[config.mk]
export PLATFORM = sky130hd
export DESIGN_NAME = iep_irq_enable_priority_regs
export DESIGN_NICKNAME = d
export VERILOG_FILES = /design/src/hw/iep_pkg.sv /design/src/hw/iep_irq_enable_priority_regs.sv
export SDC_FILE = /design/constraint.sdc
export NUM_CORES = 1
export LEC_CHECK = 0
export ABC_CLOCK_PERIOD_IN_PS = 44200
export BUFFER_PORTS_ARGS = -buffer_cell sky130_fd_sc_hd__buf_4
export CAP_MARGIN = 20
export CORE_UTILIZATION = 50
export DETAILED_ROUTE_END_ITERATION = 8
export PLACE_DENSITY = 0.7
export SETUP_SLACK_MARGIN = 0.15
export SYNTH_ARGS = -nofsm -noshare
export SYNTH_HDL_FRONTEND = slang
export SYNTH_SLANG_ARGS = --single-unit
[constraint.sdc]
create_clock -name ref_clk -period 44.2 [get_ports ref_clk]
set_input_delay 4.42 -clock ref_clk [delete_from_list [all_inputs] [get_ports ref_clk]]
set_output_delay 4.42 -clock ref_clk [all_outputs]
set_load 0.005 [all_outputs]
[src/hw/iep_pkg.sv]
// constants, maps and types for the interrupt enable and priority registers
// ==========================================================================
// Overview of operation
// RULE_01: enable bit one passes source, zero masks
// RULE_02: level code 111 is priority seven, highest
// RULE_03: code 001 is priority one, linear between
// RULE_04: level code 000 disables the source
// RULE_05: unimplemented bits read zero, ignore writes
// RULE_06: reset loads levels 100, enables zero
// RULE_07: enable three: fault 15, encoder 10, error 9
// RULE_08: enable four: fault 10, error 9, uart 1
// RULE_09: level zero: 14-12, 10-8, 6-4, 2-0
// RULE_10: level one: 14-12, 10-8, 6-4 only
// RULE_11: level two: 14-12, 10-8, 6-4, 2-0
// RULE_12: level three: 6-4 and 2-0 only
// RULE_13: level four: 14-12, 6-4, 2-0
// RULE_14: level five: 14-12, 10-8, 2-0
// RULE_15: level seven: external pin two at 6-4
// RULE_16: flag reads one once request raised
// RULE_17: level fourteen: encoder 10-8, pwm1 6-4
// RULE_18: request needs flag, enable, nonzero level
package iep_pkg;

	// ======================================================================
	// register map
	localparam int REG_COUNT = 13;
	localparam int IDX_EN3   = 0;
	localparam int IDX_EN4   = 1;
	localparam int IDX_PRI0  = 2;
	localparam int IDX_PRI14 = 9;
	localparam int IDX_FLAGS = 12;
	localparam logic [31:0] REG_OFFSET [0:REG_COUNT-1] = '{
		32'h0000_0000, 32'h0000_0004, 32'h0000_0008, 32'h0000_000C,
		32'h0000_0010, 32'h0000_0014, 32'h0000_0018, 32'h0000_001C,
		32'h0000_0020, 32'h0000_0024, 32'h0000_0028, 32'h0000_002C,
		32'h0000_0030};
	// implemented bits; all else reads zero
	localparam logic [31:0] REG_MASK [0:REG_COUNT-1] = '{
		32'h0000_8600, 32'h0000_0602, 32'h0000_7777, 32'h0000_7770,
		32'h0000_7777, 32'h0000_0077, 32'h0000_7077, 32'h0000_7707,
		32'h0000_0070, 32'h0000_0770, 32'h000F_FFFF, 32'h0000_7777,
		32'h03FF_FFFF};
	localparam logic [31:0] REG_RESET [0:REG_COUNT-1] = '{
		32'h0000_0000, 32'h0000_0000, 32'h0000_4444, 32'h0000_4440,
		32'h0000_4444, 32'h0000_0044, 32'h0000_4044, 32'h0000_4404,
		32'h0000_0040, 32'h0000_0440, 32'h0000_0000, 32'h0000_4444,
		32'h0000_0000};

	// ======================================================================
	// source maps
	localparam int NUM_SRC = 26;
	localparam int LEVEL_W = 3;
	localparam logic [2:0] LEVEL_OFF = 3'h0;
	localparam logic [2:0] LEVEL_TOP = 3'h7;
	localparam int SRC_LVL_REG [0:NUM_SRC-1] = '{
		2, 2, 2, 2, 3, 3, 3, 4, 4, 4, 4, 5, 5,
		6, 6, 6, 7, 7, 7, 8, 9, 9, 11, 11, 11, 11};
	localparam int SRC_LVL_LSB [0:NUM_SRC-1] = '{
		12, 8, 4, 0, 12, 8, 4, 12, 8, 4, 0, 4, 0,
		12, 4, 0, 12, 8, 0, 4, 8, 4, 0, 4, 8, 12};
	localparam int SRC_EN_REG [0:NUM_SRC-1] = '{
		10, 10, 10, 10, 10, 10, 10, 10, 10, 10, 10, 10, 10,
		10, 10, 10, 10, 10, 10, 10, 0, 0, 0, 1, 1, 1};
	localparam int SRC_EN_BIT [0:NUM_SRC-1] = '{
		0, 1, 2, 3, 4, 5, 6, 7, 8, 9, 10, 11, 12,
		13, 14, 15, 16, 17, 18, 19, 10, 9, 15, 10, 9, 1};

	// ======================================================================
	// bus answers
	localparam logic [1:0] RESP_OKAY   = 2'h0;
	localparam logic [1:0] RESP_SLVERR = 2'h2;
	localparam logic [3:0] IDX_NONE    = 4'hF;

	// per-source configuration seen by the request logic
	typedef struct packed {
		logic       enable;
		logic [2:0] level;
	} iep_src_cfg_type;

endpackage

[src/hw/iep_irq_enable_priority_regs.sv]
// interrupt enable and priority registers with axi4-lite slave
//
// The address map and the AXI4-Lite interface to the registers are this design's own decisions.
`timescale 1ns/1ps
module iep_irq_enable_priority_regs #(
	parameter int ADDR_W = 8
) (
	// clock and reset
	input  wire logic                         ref_clk,
	input  wire logic                         reset_n,
	// axi4-lite write address and data
	input  wire logic [ADDR_W-1:0]            s_axi_awaddr,
	input  wire logic                         s_axi_awvalid,
	output logic                              s_axi_awready,
	input  wire logic [31:0]                  s_axi_wdata,
	input  wire logic [3:0]                   s_axi_wstrb,
	input  wire logic                         s_axi_wvalid,
	output logic                              s_axi_wready,
	// axi4-lite write response
	output logic [1:0]                        s_axi_bresp,
	output logic                              s_axi_bvalid,
	input  wire logic                         s_axi_bready,
	// axi4-lite read
	input  wire logic [ADDR_W-1:0]            s_axi_araddr,
	input  wire logic                         s_axi_arvalid,
	output logic                              s_axi_arready,
	output logic [31:0]                       s_axi_rdata,
	output logic [1:0]                        s_axi_rresp,
	output logic                              s_axi_rvalid,
	input  wire logic                         s_axi_rready,
	// peripheral request pulses
	input  wire logic [iep_pkg::NUM_SRC-1:0]  srcEvent,
	// requests toward the core
	output logic [iep_pkg::NUM_SRC-1:0]       reqVec,
	output logic [2:0]                        topLevel
);

	// ======================================================================
	// elaboration check
	if (ADDR_W < 6 || ADDR_W > 32) begin : gBadAddr
		$error("ADDR_W must lie between 6 and 32");
	end

	// ======================================================================
	// decode
	function automatic logic [3:0] regIndex(input logic [ADDR_W-1:0] addr);
		logic [3:0] idx;
		idx = iep_pkg::IDX_NONE;
		for (int k = 0; k < iep_pkg::REG_COUNT; k++) begin
			if (32'(addr) == iep_pkg::REG_OFFSET[k]) begin
				idx = 4'(k);
			end
		end
		return idx;
	endfunction

	function automatic logic [31:0] laneMask(input logic [3:0] strb);
		return {{8{strb[3]}}, {8{strb[2]}}, {8{strb[1]}}, {8{strb[0]}}};
	endfunction

	// ======================================================================
	// write channel
	logic [ADDR_W-1:0] awAddr;
	logic              awHeld;
	logic [31:0]       wData;
	logic [3:0]        wStrb;
	logic              wHeld;
	logic              doWrite;
	logic [3:0]        wrIdx;

	assign doWrite = awHeld && wHeld && !s_axi_bvalid;
	assign wrIdx   = regIndex(awAddr);

	always_ff @(posedge ref_clk or negedge reset_n) begin
		if (!reset_n) begin
			awAddr        <= '0;
			awHeld        <= 1'b0;
			s_axi_awready <= 1'b1;
		end else if (s_axi_awvalid && s_axi_awready) begin
			awAddr        <= s_axi_awaddr;
			awHeld        <= 1'b1;
			s_axi_awready <= 1'b0;
		end else if (doWrite) begin
			awHeld <= 1'b0;
		end else if (s_axi_bvalid && s_axi_bready) begin
			s_axi_awready <= 1'b1;
		end
	end

	always_ff @(posedge ref_clk or negedge reset_n) begin
		if (!reset_n) begin
			wData        <= '0;
			wStrb        <= '0;
			wHeld        <= 1'b0;
			s_axi_wready <= 1'b1;
		end else if (s_axi_wvalid && s_axi_wready) begin
			wData        <= s_axi_wdata;
			wStrb        <= s_axi_wstrb;
			wHeld        <= 1'b1;
			s_axi_wready <= 1'b0;
		end else if (doWrite) begin
			wHeld <= 1'b0;
		end else if (s_axi_bvalid && s_axi_bready) begin
			s_axi_wready <= 1'b1;
		end
	end

	always_ff @(posedge ref_clk or negedge reset_n) begin
		if (!reset_n) begin
			s_axi_bvalid <= 1'b0;
			s_axi_bresp  <= iep_pkg::RESP_OKAY;
		end else if (doWrite) begin
			s_axi_bvalid <= 1'b1;
			s_axi_bresp  <= (wrIdx == iep_pkg::IDX_NONE) ?
				iep_pkg::RESP_SLVERR : iep_pkg::RESP_OKAY;
		end else if (s_axi_bvalid && s_axi_bready) begin
			s_axi_bvalid <= 1'b0;
		end
	end

	// ======================================================================
	// register storage
	logic [31:0]                 regs [0:iep_pkg::REG_COUNT-1];
	logic [iep_pkg::NUM_SRC-1:0] flagVec;

	assign flagVec = regs[iep_pkg::IDX_FLAGS][iep_pkg::NUM_SRC-1:0];

	always_ff @(posedge ref_clk or negedge reset_n) begin
		if (!reset_n) begin
			for (int k = 0; k < iep_pkg::REG_COUNT; k++) begin
				regs[k] <= iep_pkg::REG_RESET[k]; // [RULE_06]
			end
		end else begin
			for (int k = 0; k < iep_pkg::REG_COUNT; k++) begin
				if (doWrite && wrIdx == 4'(k)) begin
					// only implemented bits take the write [RULE_05]
					regs[k] <= ((regs[k] & ~laneMask(wStrb)) |
						(wData & laneMask(wStrb))) & iep_pkg::REG_MASK[k];
				end
			end
			// a raised request beats a clear in the same cycle [RULE_16]
			if (srcEvent != '0) begin
				regs[iep_pkg::IDX_FLAGS] <= ((doWrite &&
					wrIdx == 4'(iep_pkg::IDX_FLAGS)) ?
					((regs[iep_pkg::IDX_FLAGS] & ~laneMask(wStrb)) |
					(wData & laneMask(wStrb))) & iep_pkg::REG_MASK[iep_pkg::IDX_FLAGS] :
					regs[iep_pkg::IDX_FLAGS]) | 32'(srcEvent);
			end
		end
	end

	// ======================================================================
	// per-source configuration and request
	iep_pkg::iep_src_cfg_type    cfg [0:iep_pkg::NUM_SRC-1];
	logic [iep_pkg::NUM_SRC-1:0] enVec;
	logic [iep_pkg::NUM_SRC-1:0] liveVec;
	logic [iep_pkg::NUM_SRC-1:0] next_reqVec;
	logic [2:0]                  next_topLevel;

	always_comb begin
		next_topLevel = iep_pkg::LEVEL_OFF;
		for (int i = 0; i < iep_pkg::NUM_SRC; i++) begin
			// enable and level fields placed per map [RULE_07] [RULE_08]
			cfg[i].enable = regs[iep_pkg::SRC_EN_REG[i]][iep_pkg::SRC_EN_BIT[i]];
			// [RULE_09] [RULE_10] [RULE_11] [RULE_12] [RULE_13] [RULE_14]
			// [RULE_15] [RULE_17]
			cfg[i].level = regs[iep_pkg::SRC_LVL_REG[i]][iep_pkg::SRC_LVL_LSB[i] +:
				iep_pkg::LEVEL_W];
			enVec[i]   = cfg[i].enable;
			liveVec[i] = cfg[i].level != iep_pkg::LEVEL_OFF; // [RULE_04]
			// flag, enable and live level together [RULE_01] [RULE_18]
			next_reqVec[i] = flagVec[i] && enVec[i] && liveVec[i];
			// level code is the priority itself [RULE_02] [RULE_03]
			if (next_reqVec[i] && cfg[i].level > next_topLevel) begin
				next_topLevel = cfg[i].level;
			end
		end
	end

	always_ff @(posedge ref_clk or negedge reset_n) begin
		if (!reset_n) begin
			reqVec   <= '0;
			topLevel <= iep_pkg::LEVEL_OFF;
		end else begin
			reqVec   <= next_reqVec;
			topLevel <= next_topLevel;
		end
	end

	// ======================================================================
	// read channel
	logic [3:0]  rdIdx;
	logic [31:0] rdMask;

	assign rdIdx = regIndex(s_axi_araddr);

	always_ff @(posedge ref_clk or negedge reset_n) begin
		if (!reset_n) begin
			s_axi_arready <= 1'b1;
			s_axi_rvalid  <= 1'b0;
			s_axi_rdata   <= '0;
			s_axi_rresp   <= iep_pkg::RESP_OKAY;
			rdMask        <= '0;
		end else if (s_axi_arvalid && s_axi_arready) begin
			s_axi_arready <= 1'b0;
			s_axi_rvalid  <= 1'b1;
			if (rdIdx == iep_pkg::IDX_NONE) begin
				s_axi_rdata <= '0;
				s_axi_rresp <= iep_pkg::RESP_SLVERR;
				rdMask      <= '0;
			end else begin
				s_axi_rdata <= regs[rdIdx] & iep_pkg::REG_MASK[rdIdx]; // [RULE_05]
				s_axi_rresp <= iep_pkg::RESP_OKAY;
				rdMask      <= iep_pkg::REG_MASK[rdIdx];
			end
		end else if (s_axi_rvalid && s_axi_rready) begin
			s_axi_rvalid  <= 1'b0;
			s_axi_arready <= 1'b1;
		end
	end

	// ======================================================================
	// checks
	logic afterReset;
	logic sevenLive;

	always_ff @(posedge ref_clk or negedge reset_n) begin
		if (!reset_n) begin
			afterReset <= 1'b1;
		end else begin
			afterReset <= 1'b0;
		end
	end

	always_comb begin
		sevenLive = 1'b0;
		for (int i = 0; i < iep_pkg::NUM_SRC; i++) begin
			if (next_reqVec[i] && cfg[i].level == iep_pkg::LEVEL_TOP) begin
				sevenLive = 1'b1;
			end
		end
	end

	a_enable_gates_req: assert property ( // [RULE_01]
		@(posedge ref_clk) disable iff (!reset_n)
		(reqVec & ~$past(enVec)) == '0)
		else $error("request raised for a disabled source");

	a_top_level_seven: assert property ( // [RULE_02]
		@(posedge ref_clk) disable iff (!reset_n)
		sevenLive |=> topLevel == iep_pkg::LEVEL_TOP)
		else $error("level seven request not reported as top");

	a_level_tracks_req: assert property ( // [RULE_03]
		@(posedge ref_clk) disable iff (!reset_n)
		(topLevel != 3'h0) == (reqVec != '0))
		else $error("top level and request vector disagree");

	a_zero_level_idle: assert property ( // [RULE_04]
		@(posedge ref_clk) disable iff (!reset_n)
		(reqVec & ~$past(liveVec)) == '0)
		else $error("request from a source at level zero");

	a_reserved_read_zero: assert property ( // [RULE_05]
		@(posedge ref_clk) disable iff (!reset_n)
		s_axi_rvalid |-> (s_axi_rdata & ~rdMask) == '0)
		else $error("unimplemented bit read as one");

	a_reset_values: assert property ( // [RULE_06]
		@(posedge ref_clk) disable iff (!reset_n)
		afterReset |-> regs[iep_pkg::IDX_PRI0] == iep_pkg::REG_RESET[iep_pkg::IDX_PRI0] &&
			regs[iep_pkg::IDX_PRI14] == iep_pkg::REG_RESET[iep_pkg::IDX_PRI14] &&
			regs[iep_pkg::IDX_EN3] == iep_pkg::REG_RESET[iep_pkg::IDX_EN3] &&
			regs[iep_pkg::IDX_EN4] == iep_pkg::REG_RESET[iep_pkg::IDX_EN4])
		else $error("register not at reset value");

	a_flag_set_wins: assert property ( // [RULE_16]
		@(posedge ref_clk) disable iff (!reset_n)
		(srcEvent != '0) |=> ($past(srcEvent) & ~flagVec) == '0)
		else $error("raised request lost from flag");

	a_write_answer: assert property ( // [RULE_05]
		@(posedge ref_clk) disable iff (!reset_n)
		(awHeld && wHeld && !s_axi_bvalid) |=> s_axi_bvalid ##0
			$stable(regs[iep_pkg::IDX_EN3] & ~iep_pkg::REG_MASK[iep_pkg::IDX_EN3]))
		else $error("write answer missing or reserved bit changed");

	a_read_answer: assert property ( // [RULE_05]
		@(posedge ref_clk) disable iff (!reset_n)
		(s_axi_arvalid && s_axi_arready) |=> s_axi_rvalid && !s_axi_arready)
		else $error("read answer not one cycle after address");

endmodule

==> results of run 1 <==
-- placed cells by master, fill, tap and decap left out, types with 35 or more instances in the layout --
cell type	count
mux2_2	138
dfrtp_1	203
nor3_1	38
nor2_1	104
buf_4	152
nand3_1	42
nand2_1	185
inv_1	51
a21oi_1	66
o21ai_0	77
ha_1	35
-- per-stage QoR --
stage / power (W) / util, % / hold WS, ps / std cells
floorplan: 0.0003066 / - / 458.0 / 1442
global placement: 0.0003513 / 55.80 / 462.2 / 1865
detailed placement: 0.0003543 / 55.80 / 471.4 / 1865
CTS: 0.0005858 / 59.17 / 490.6 / 1913
global route: 0.0006051 / 59.17 / 507.7 / 1913
finish: 0.0005855 / 59.17 / 484.7 / 1913
-- routing by layer --
layer / wire length [um] / part of all wire (%)
met1: 18460 / 42
met3: 3507 / 8.1
met5: 0 / 0
met4: 1958 / 4.5
met2: 19600 / 45
-- logic make-up (layout without fill, tap and decap cells) --
kind of cell,after synthesis,in the layout,share of synthesized area [%]
AOI/OAI and AO/OA,364,364,19.13
and+or+nand+nor,511,511,17.83
buffers and inverters,122,252,3.618
other,1,8,0.02731
DFF,232,232,42.55
adders and majority gates,43,43,3.773
muxes,162,162,13.07
-- power breakdown --
part	switching [W]	internal [W]
sequential	0.0000542	0.000237
clock	0.0000895	0.000142
combinational	0.0000283	0.0000346
total	0.000172	0.000413
-- worst max-delay path: cells and delay by family, from the launching register on --
family	cells	cell delay (ps)
AND/OR/NAND/NOR	64	8030
flip-flops	1	580
AO/OA/AOI/OAI	70	14780
buffers and inverters	4	340
multiplexers	3	1000
adder cells (fa/ha/maj)	31	9010
-- cell type report --
cell class                      instances  area (um^2)  share of cell area [%]
Tap cell                              341        426.7                   2.675
Timing Repair Buffer                  153         1156                   7.249
Inverter                               51        191.4                   1.200
Clock inverter                          7        141.4                  0.8866
Clock buffer                           41        768.2                   4.817
Sequential cell                       232         5842                   36.63
Multi-Input combinational cell       1088         7422                   46.54
-- how the worst max path moves through the flow --
stage                     startpoint                    end  slack, ps  cells past startpoint
after floorplan            flip-flop  topLevel[0]$_DFF_PN0_      15060                    173
after global placement     flip-flop  topLevel[0]$_DFF_PN0_      11550                    171
after detailed placement   flip-flop  topLevel[0]$_DFF_PN0_      10980                    172
after CTS                  flip-flop  topLevel[0]$_DFF_PN0_      10790                    172
after global routing       flip-flop  topLevel[0]$_DFF_PN0_       7070                    175
final                      flip-flop  topLevel[0]$_DFF_PN0_      10400                    172
==> key figures, run 1 <==
Timing
  – Tmin final: 33800 ps
  – Worst slew pin tran: 1130 ps
  – Final Max Slew Viols: 0
  – Total negative slack: 0 ps
  – Worst relative slew slack: 23.58%
  – Final hold vios: 0
  – F_max: between 0.02 and 0.03 GHz
  – Final WS setup: around 10000 ps
  – Period utilization: 76.46%
  – RSZ-0062 raised after global routing: false
  – Endpoints failing setup: 0
  – Clock skew: 12.85 ps

GRT
  – GR Util met1: a little over two fifths
  – First-pass GRT wire length: 67410 um
  – Total GRT Usage: a little under a third
  – Gr busiest metal: met2
  – Initial antenna violation count: 0
  – M3 GR Usage: just over 5%
  – Met2 Usage GRT: 49.02%
  – Vias in the first global route: between 10k and 15k
  – Total gr overflow: 0
  – Pin count of the biggest net entering global routing: approximately 110

Synth
  – Cells after Synth: 1435
  – Most frequent cell after synthesis: dfrtp_1
  – Synth cell types: 81
  – Area leader, netlist: dfrtp_1
  – Syn avg cell area: 9.568 um^2
  – Share of the synthesized area in the top cell type: between 30% and 40%
  – Top_reg_cell synth: dfrtp_1
  – Yosys warnings: 0
  – Number of enable flip-flop cells after synthesis: 0
  – Ys async rst share: 100.0%
  – Sequential share of the synthesized area: 42.55%
  – Dominant cells by area after synthesis: dfrtp_1, mux2_2, dfstp_2
  – Mapped Area: 0.01373 mm^2
  – Synth top cells by count: dfrtp_1, nand2_1, mux2_2, nor2_1, o21ai_0
  – Synthesized flop and latch total: 232

CTS
  – Longest Clk Path Bufs: 3
  – Clk sinks: 232
  – Postcts setup bufs: 0
  – Cts hold-fix bufs: 0
  – Post-CTS Resized: 0
  – Clk Latency, worst-skew pair: 540 ps
  – Worst-path clk slew: 60 ps
  – Root buffer cell: clkbuf_16
  – CTS tree: built
  – CTS H-Tree Depth: 1
  – Total CTS buffers: 27

Detailed routing
  – Drt via density: 6.358
  – Avg WL per Cell: 22.76 um
  – Initial drt markers: approximately 1.3k
  – DR vias: between 10k and 15k
  – DRC errors left: 0
  – Number of routed nets with antenna violations: 0
  – Final wirelength: between 40000 and 50000 um
  – Number of detailed-route iterations in the first pass: 6

Die
  – Io pins: 155
  – Die height: 167.7 um
  – Die width: roughly 170 um
  – Core ar.: 0.02695 mm^2
  – Starting density of the core: 50.94%
  – DIE AREA: around 0.028 mm^2
  – FP Rows: 60

Placement
  – Place WS: 10980 ps
  – PortBufs: 140
  – Placer Congestion: 0.9937
  – Post-Place Cell Area: around 0.015 mm^2
  – Hpwl dp: 32140 um

Critical path
  – Worst reg2reg path depth: 172
  – Critical Path AT: around 34000 ps
  – Critical path's largest stage delay: 770 ps
  – Critical path startpoint category: flip-flop
  – Crit path max fanout: 9
  – Top cell by count, worst path: nor2_1
  – Flop-to-flop setup slack: 10400 ps
  – WP data required: roughly 45000 ps
  – Critical R2R Capture: topLevel[0]$_DFF_PN0_
  – Slowest cell on the critical path: a311oi_1
  – Crit. End Element: flip-flop
  – Critical path class: reg2reg

Job
  – Max-Cap Viols: 0

Hold path
  – HP Class: reg2reg
  – WHS Path Cells: 2
  – Min-delay src: wData[20]$_DFFE_PN0P_
  – Worst Hold Endpoint: flagVec[20]$_DFF_PN0_

Final layout
  – Fill cells: 2382
  – # diodes: 0
  – Layout cells sized above 1: 24.49%
  – Final Net Count: 1673
  – Layout area overhead: 16.16%
  – Design Area, Final: 0.01595 mm^2

Power
  – Pwr/cell area: ~37 mW/mm^2
  – Static leakage: approximately 7.5 nW
  – Peak VDD IR: 0.03945 mV

Status
  – Status: finished clean
Power figures use the tool's default switching activity.
==> run 2: changes to the inputs <==
--- a/config.mk
+++ b/config.mk
@@ -5,12 +5,12 @@
 export SDC_FILE = /design/constraint.sdc
 export NUM_CORES = 1
 export LEC_CHECK = 0
-export ABC_CLOCK_PERIOD_IN_PS = 44200
+export ABC_CLOCK_PERIOD_IN_PS = 28300
 export BUFFER_PORTS_ARGS = -buffer_cell sky130_fd_sc_hd__buf_4
 export CAP_MARGIN = 20
 export CORE_UTILIZATION = 50
 export DETAILED_ROUTE_END_ITERATION = 8
-export PLACE_DENSITY = 0.7
+export PLACE_DENSITY = 0.73
 export SETUP_SLACK_MARGIN = 0.15
 export SYNTH_ARGS = -nofsm -noshare
 export SYNTH_HDL_FRONTEND = slang
==> constraint.sdc (replaced) <==
create_clock -name ref_clk -period 28.3 [get_ports ref_clk]
set_input_delay 2.83 -clock ref_clk [delete_from_list [all_inputs] [get_ports ref_clk]]
set_output_delay 2.83 -clock ref_clk [all_outputs]
set_load 0.005 [all_outputs]
==> run 2 against run 1 <==
  * The run now ends with negative setup slack left
  * Total power increased by 60%
  * Register-to-register slack lost 11000 ps
  * Worst setup slack worse by 11000 ps
  * Wire length up 13%
  * Via count rose by 11%
  * Sequential share of layout area decreased by 4.7 points
  * Clock power up 62%
  * Clock-buffer cell count down 5
  * Highest routed layer unchanged
==> key figures, run 2 (synthesis gave the netlist of run 1 again) <==
Status
  – Failing checks: negative setup slack
  – Status: complete, but fails checks

Critical path
  – Critical path startpoint category: flip-flop
  – Worst path bufs/invs: 10
  – Crit-path leading delay family: compound AO/OA/AOI/OAI gates
  – Critical Path AT: a little under 30000 ps
  – FF-to-FF Start: flagVec[0]$_DFF_PN0_
  – Worst setup path startpoint: flagVec[0]$_DFF_PN0_
  – Crit path max fanout: 4
  – Top cell by count, worst path: nor2_2
  – Crit. End Element: flip-flop
  – Critical R2R Capture: topLevel[2]$_DFF_PN0_
  – WP data required: between 20000 and 30000 ps
  – Worst reg2reg path depth: around 180
  – Critical path's largest stage delay: 410 ps
  – Flop-to-flop setup slack: -1060 ps
  – Critical path class: reg2reg
  – Slowest cell on the critical path: or3_4

CTS
  – Clk Latency, worst-skew pair: about 560 ps
  – Worst-path clk slew: 60 ps
  – Cts hold-fix bufs: 0
  – Longest Clk Path Bufs: 3
  – CTS tree: built
  – CTS H-Tree Depth: 1
  – Total CTS buffers: 28
  – Clk sinks: 232
  – Root buffer cell: clkbuf_16

Final layout
  – Layout cells sized above 1: between 40 and 50%
  – # diodes: 0
  – Final Net Count: about 1.9k
  – Layout area overhead: 33.26%
  – Most frequent cells in the layout: buf_4, dfrtp_1, nand2_1, mux2_2, nor2_1
  – Util after Layout: 67.89%
  – Most common cell after layout, fill and taps aside: buf_4
  – Design Area, Final: around 0.018 mm^2

Die
  – Io pins: 155
  – Die width: around 170 um
  – Core ar.: 0.02695 mm^2
  – FP Rows: 60
  – Die height: 167.7 um
  – Starting density of the core: 50.94%
  – DIE AREA: 0.02813 mm^2

Timing
  – Final Max Slew Viols: 0
  – Endpoints failing setup: 3
  – Final WS setup: -1062 ps
  – RSZ-0062 raised after global routing: true
  – Tmin final: 29360 ps
  – WHS: 480.2 ps
  – Period utilization: 103.8%
  – Final hold vios: 0
  – Worst relative slew slack: 28.42%
  – Clock skew: 26.88 ps
  – Total negative slack: -3124 ps
  – F_max: 0.03406 GHz
  – Worst slew pin tran: around 1100 ps

Power
  – Internal power: approximately 0.00065 W
  – Sequential share of power: 48.4%
  – Static leakage: between 8 and 9 nW
  – Pwr/cell area: a little over 50 mW/mm^2
  – Clk pwr share: 40.0%
  – Pwr Total: 0.0009367 W
  – Peak VDD IR: 0.06152 mV
  – Sw Ratio: 30.40%
  – P_sw: roughly 0.00028 W
  – Logic pwr share: between 10% and 20%

Placement
  – Post-Place Cell Area: 0.01569 mm^2
  – Placer Congestion: 0.9675
  – Hpwl dp: 33000 um
  – PortBufs: 140

Detailed routing
  – DRC errors left: 0
  – Number of routed nets with antenna violations: 0
  – Drt via density: 6.445
  – DR vias: 13.50k
  – Final wirelength: 49000 um
  – Initial drt markers: 1640
  – Number of detailed-route iterations in the first pass: 8
  – Avg WL per Cell: 23.39 um

GRT
  – Pin count of the biggest net entering global routing: 99
  – First-pass GRT wire length: roughly 74000 um
  – Initial antenna violation count: 0
  – Total GRT Usage: 33.74%
  – Total gr overflow: 0
  – Vias in the first global route: 13.35k

Hold path
  – WHS Path Cells: 2
  – Worst Hold Endpoint: s_axi_rdata[5]$_DFFE_PN0P_
  – Min-delay src: s_axi_rdata[5]$_DFFE_PN0P_
  – HP Class: reg2reg

Job
  – Max-Cap Viols: 0
## run 2: power by group through the flow
stage | Clock, W | Sequential [W] | Combinational [W]
4_1_cts | 0.000375 | 0.000446 | 0.000103
6_report | 0.000375 | 0.000453 | 0.000109
5_1_grt | 0.000389 | 0.000454 | 0.000118
2_1_floorplan | 0 | 0.000397 | 0.0000822
3_5_place_dp | 0 | 0.000451 | 0.0000999
3_3_place_gp | 0 | 0.000449 | 0.0000963
## run 2: worst max-delay path by stage
| stage | endpoint | slack, ps | depth (start not counted) |
|---|---|---|---|
| final | topLevel[2]$_DFF_PN0_ | -1060 | 178 |
| after CTS | topLevel[2]$_DFF_PN0_ | -430 | 176 |
| after global placement | topLevel[2]$_DFF_PN0_ | -1850 | 177 |
| after floorplan | topLevel[0]$_DFF_PN0_ | 170 | 176 |
| after global routing | topLevel[2]$_DFF_PN0_ | -2650 | 179 |
| after detailed placement | topLevel[2]$_DFF_PN0_ | -2380 | 177 |
## run 2: tightest hold or removal path: stages, from the launching register on
cell and delay [ps]:
dfrtp_1 340, nand2_1 50, o21ai_0 60
## run 2: area by class of cell
class                      count  area [um^2]
fill                        2088         8655
multi-input combinational   1088         8330
sequential                   232         5842
timing repair buffer         331         2544
clock buffer                  36        782.0
tap                          341        426.7
inverter                      51        193.9
clock inverter                16        177.7
## run 2: routing by layer
layer	share of wire, %	GRT usage (%)	vias to the layer above
met1	40	44.82	6637
met3	8.9	4.302	195
li1	-	-	5898
met5	0	0	-
met2	47	55.38	772
met4	4.9	14.72	0
## run 2: per-stage QoR
stage | worst slack (ps) | std cells
floorplan | 165.4 | 1442
global placement | -1854 | 1945
detailed placement | -2377 | 1946
CTS | -433.4 | 2074
global route | -2651 | 2095
finish | -1062 | 2095
## run 2: repair_timing
item | CTS | global route
endpoints found under the setup margin | 3 | 3
resized for setup | 122 | 76
setup buffers | 76 | 20
pin swaps | 130 | 123
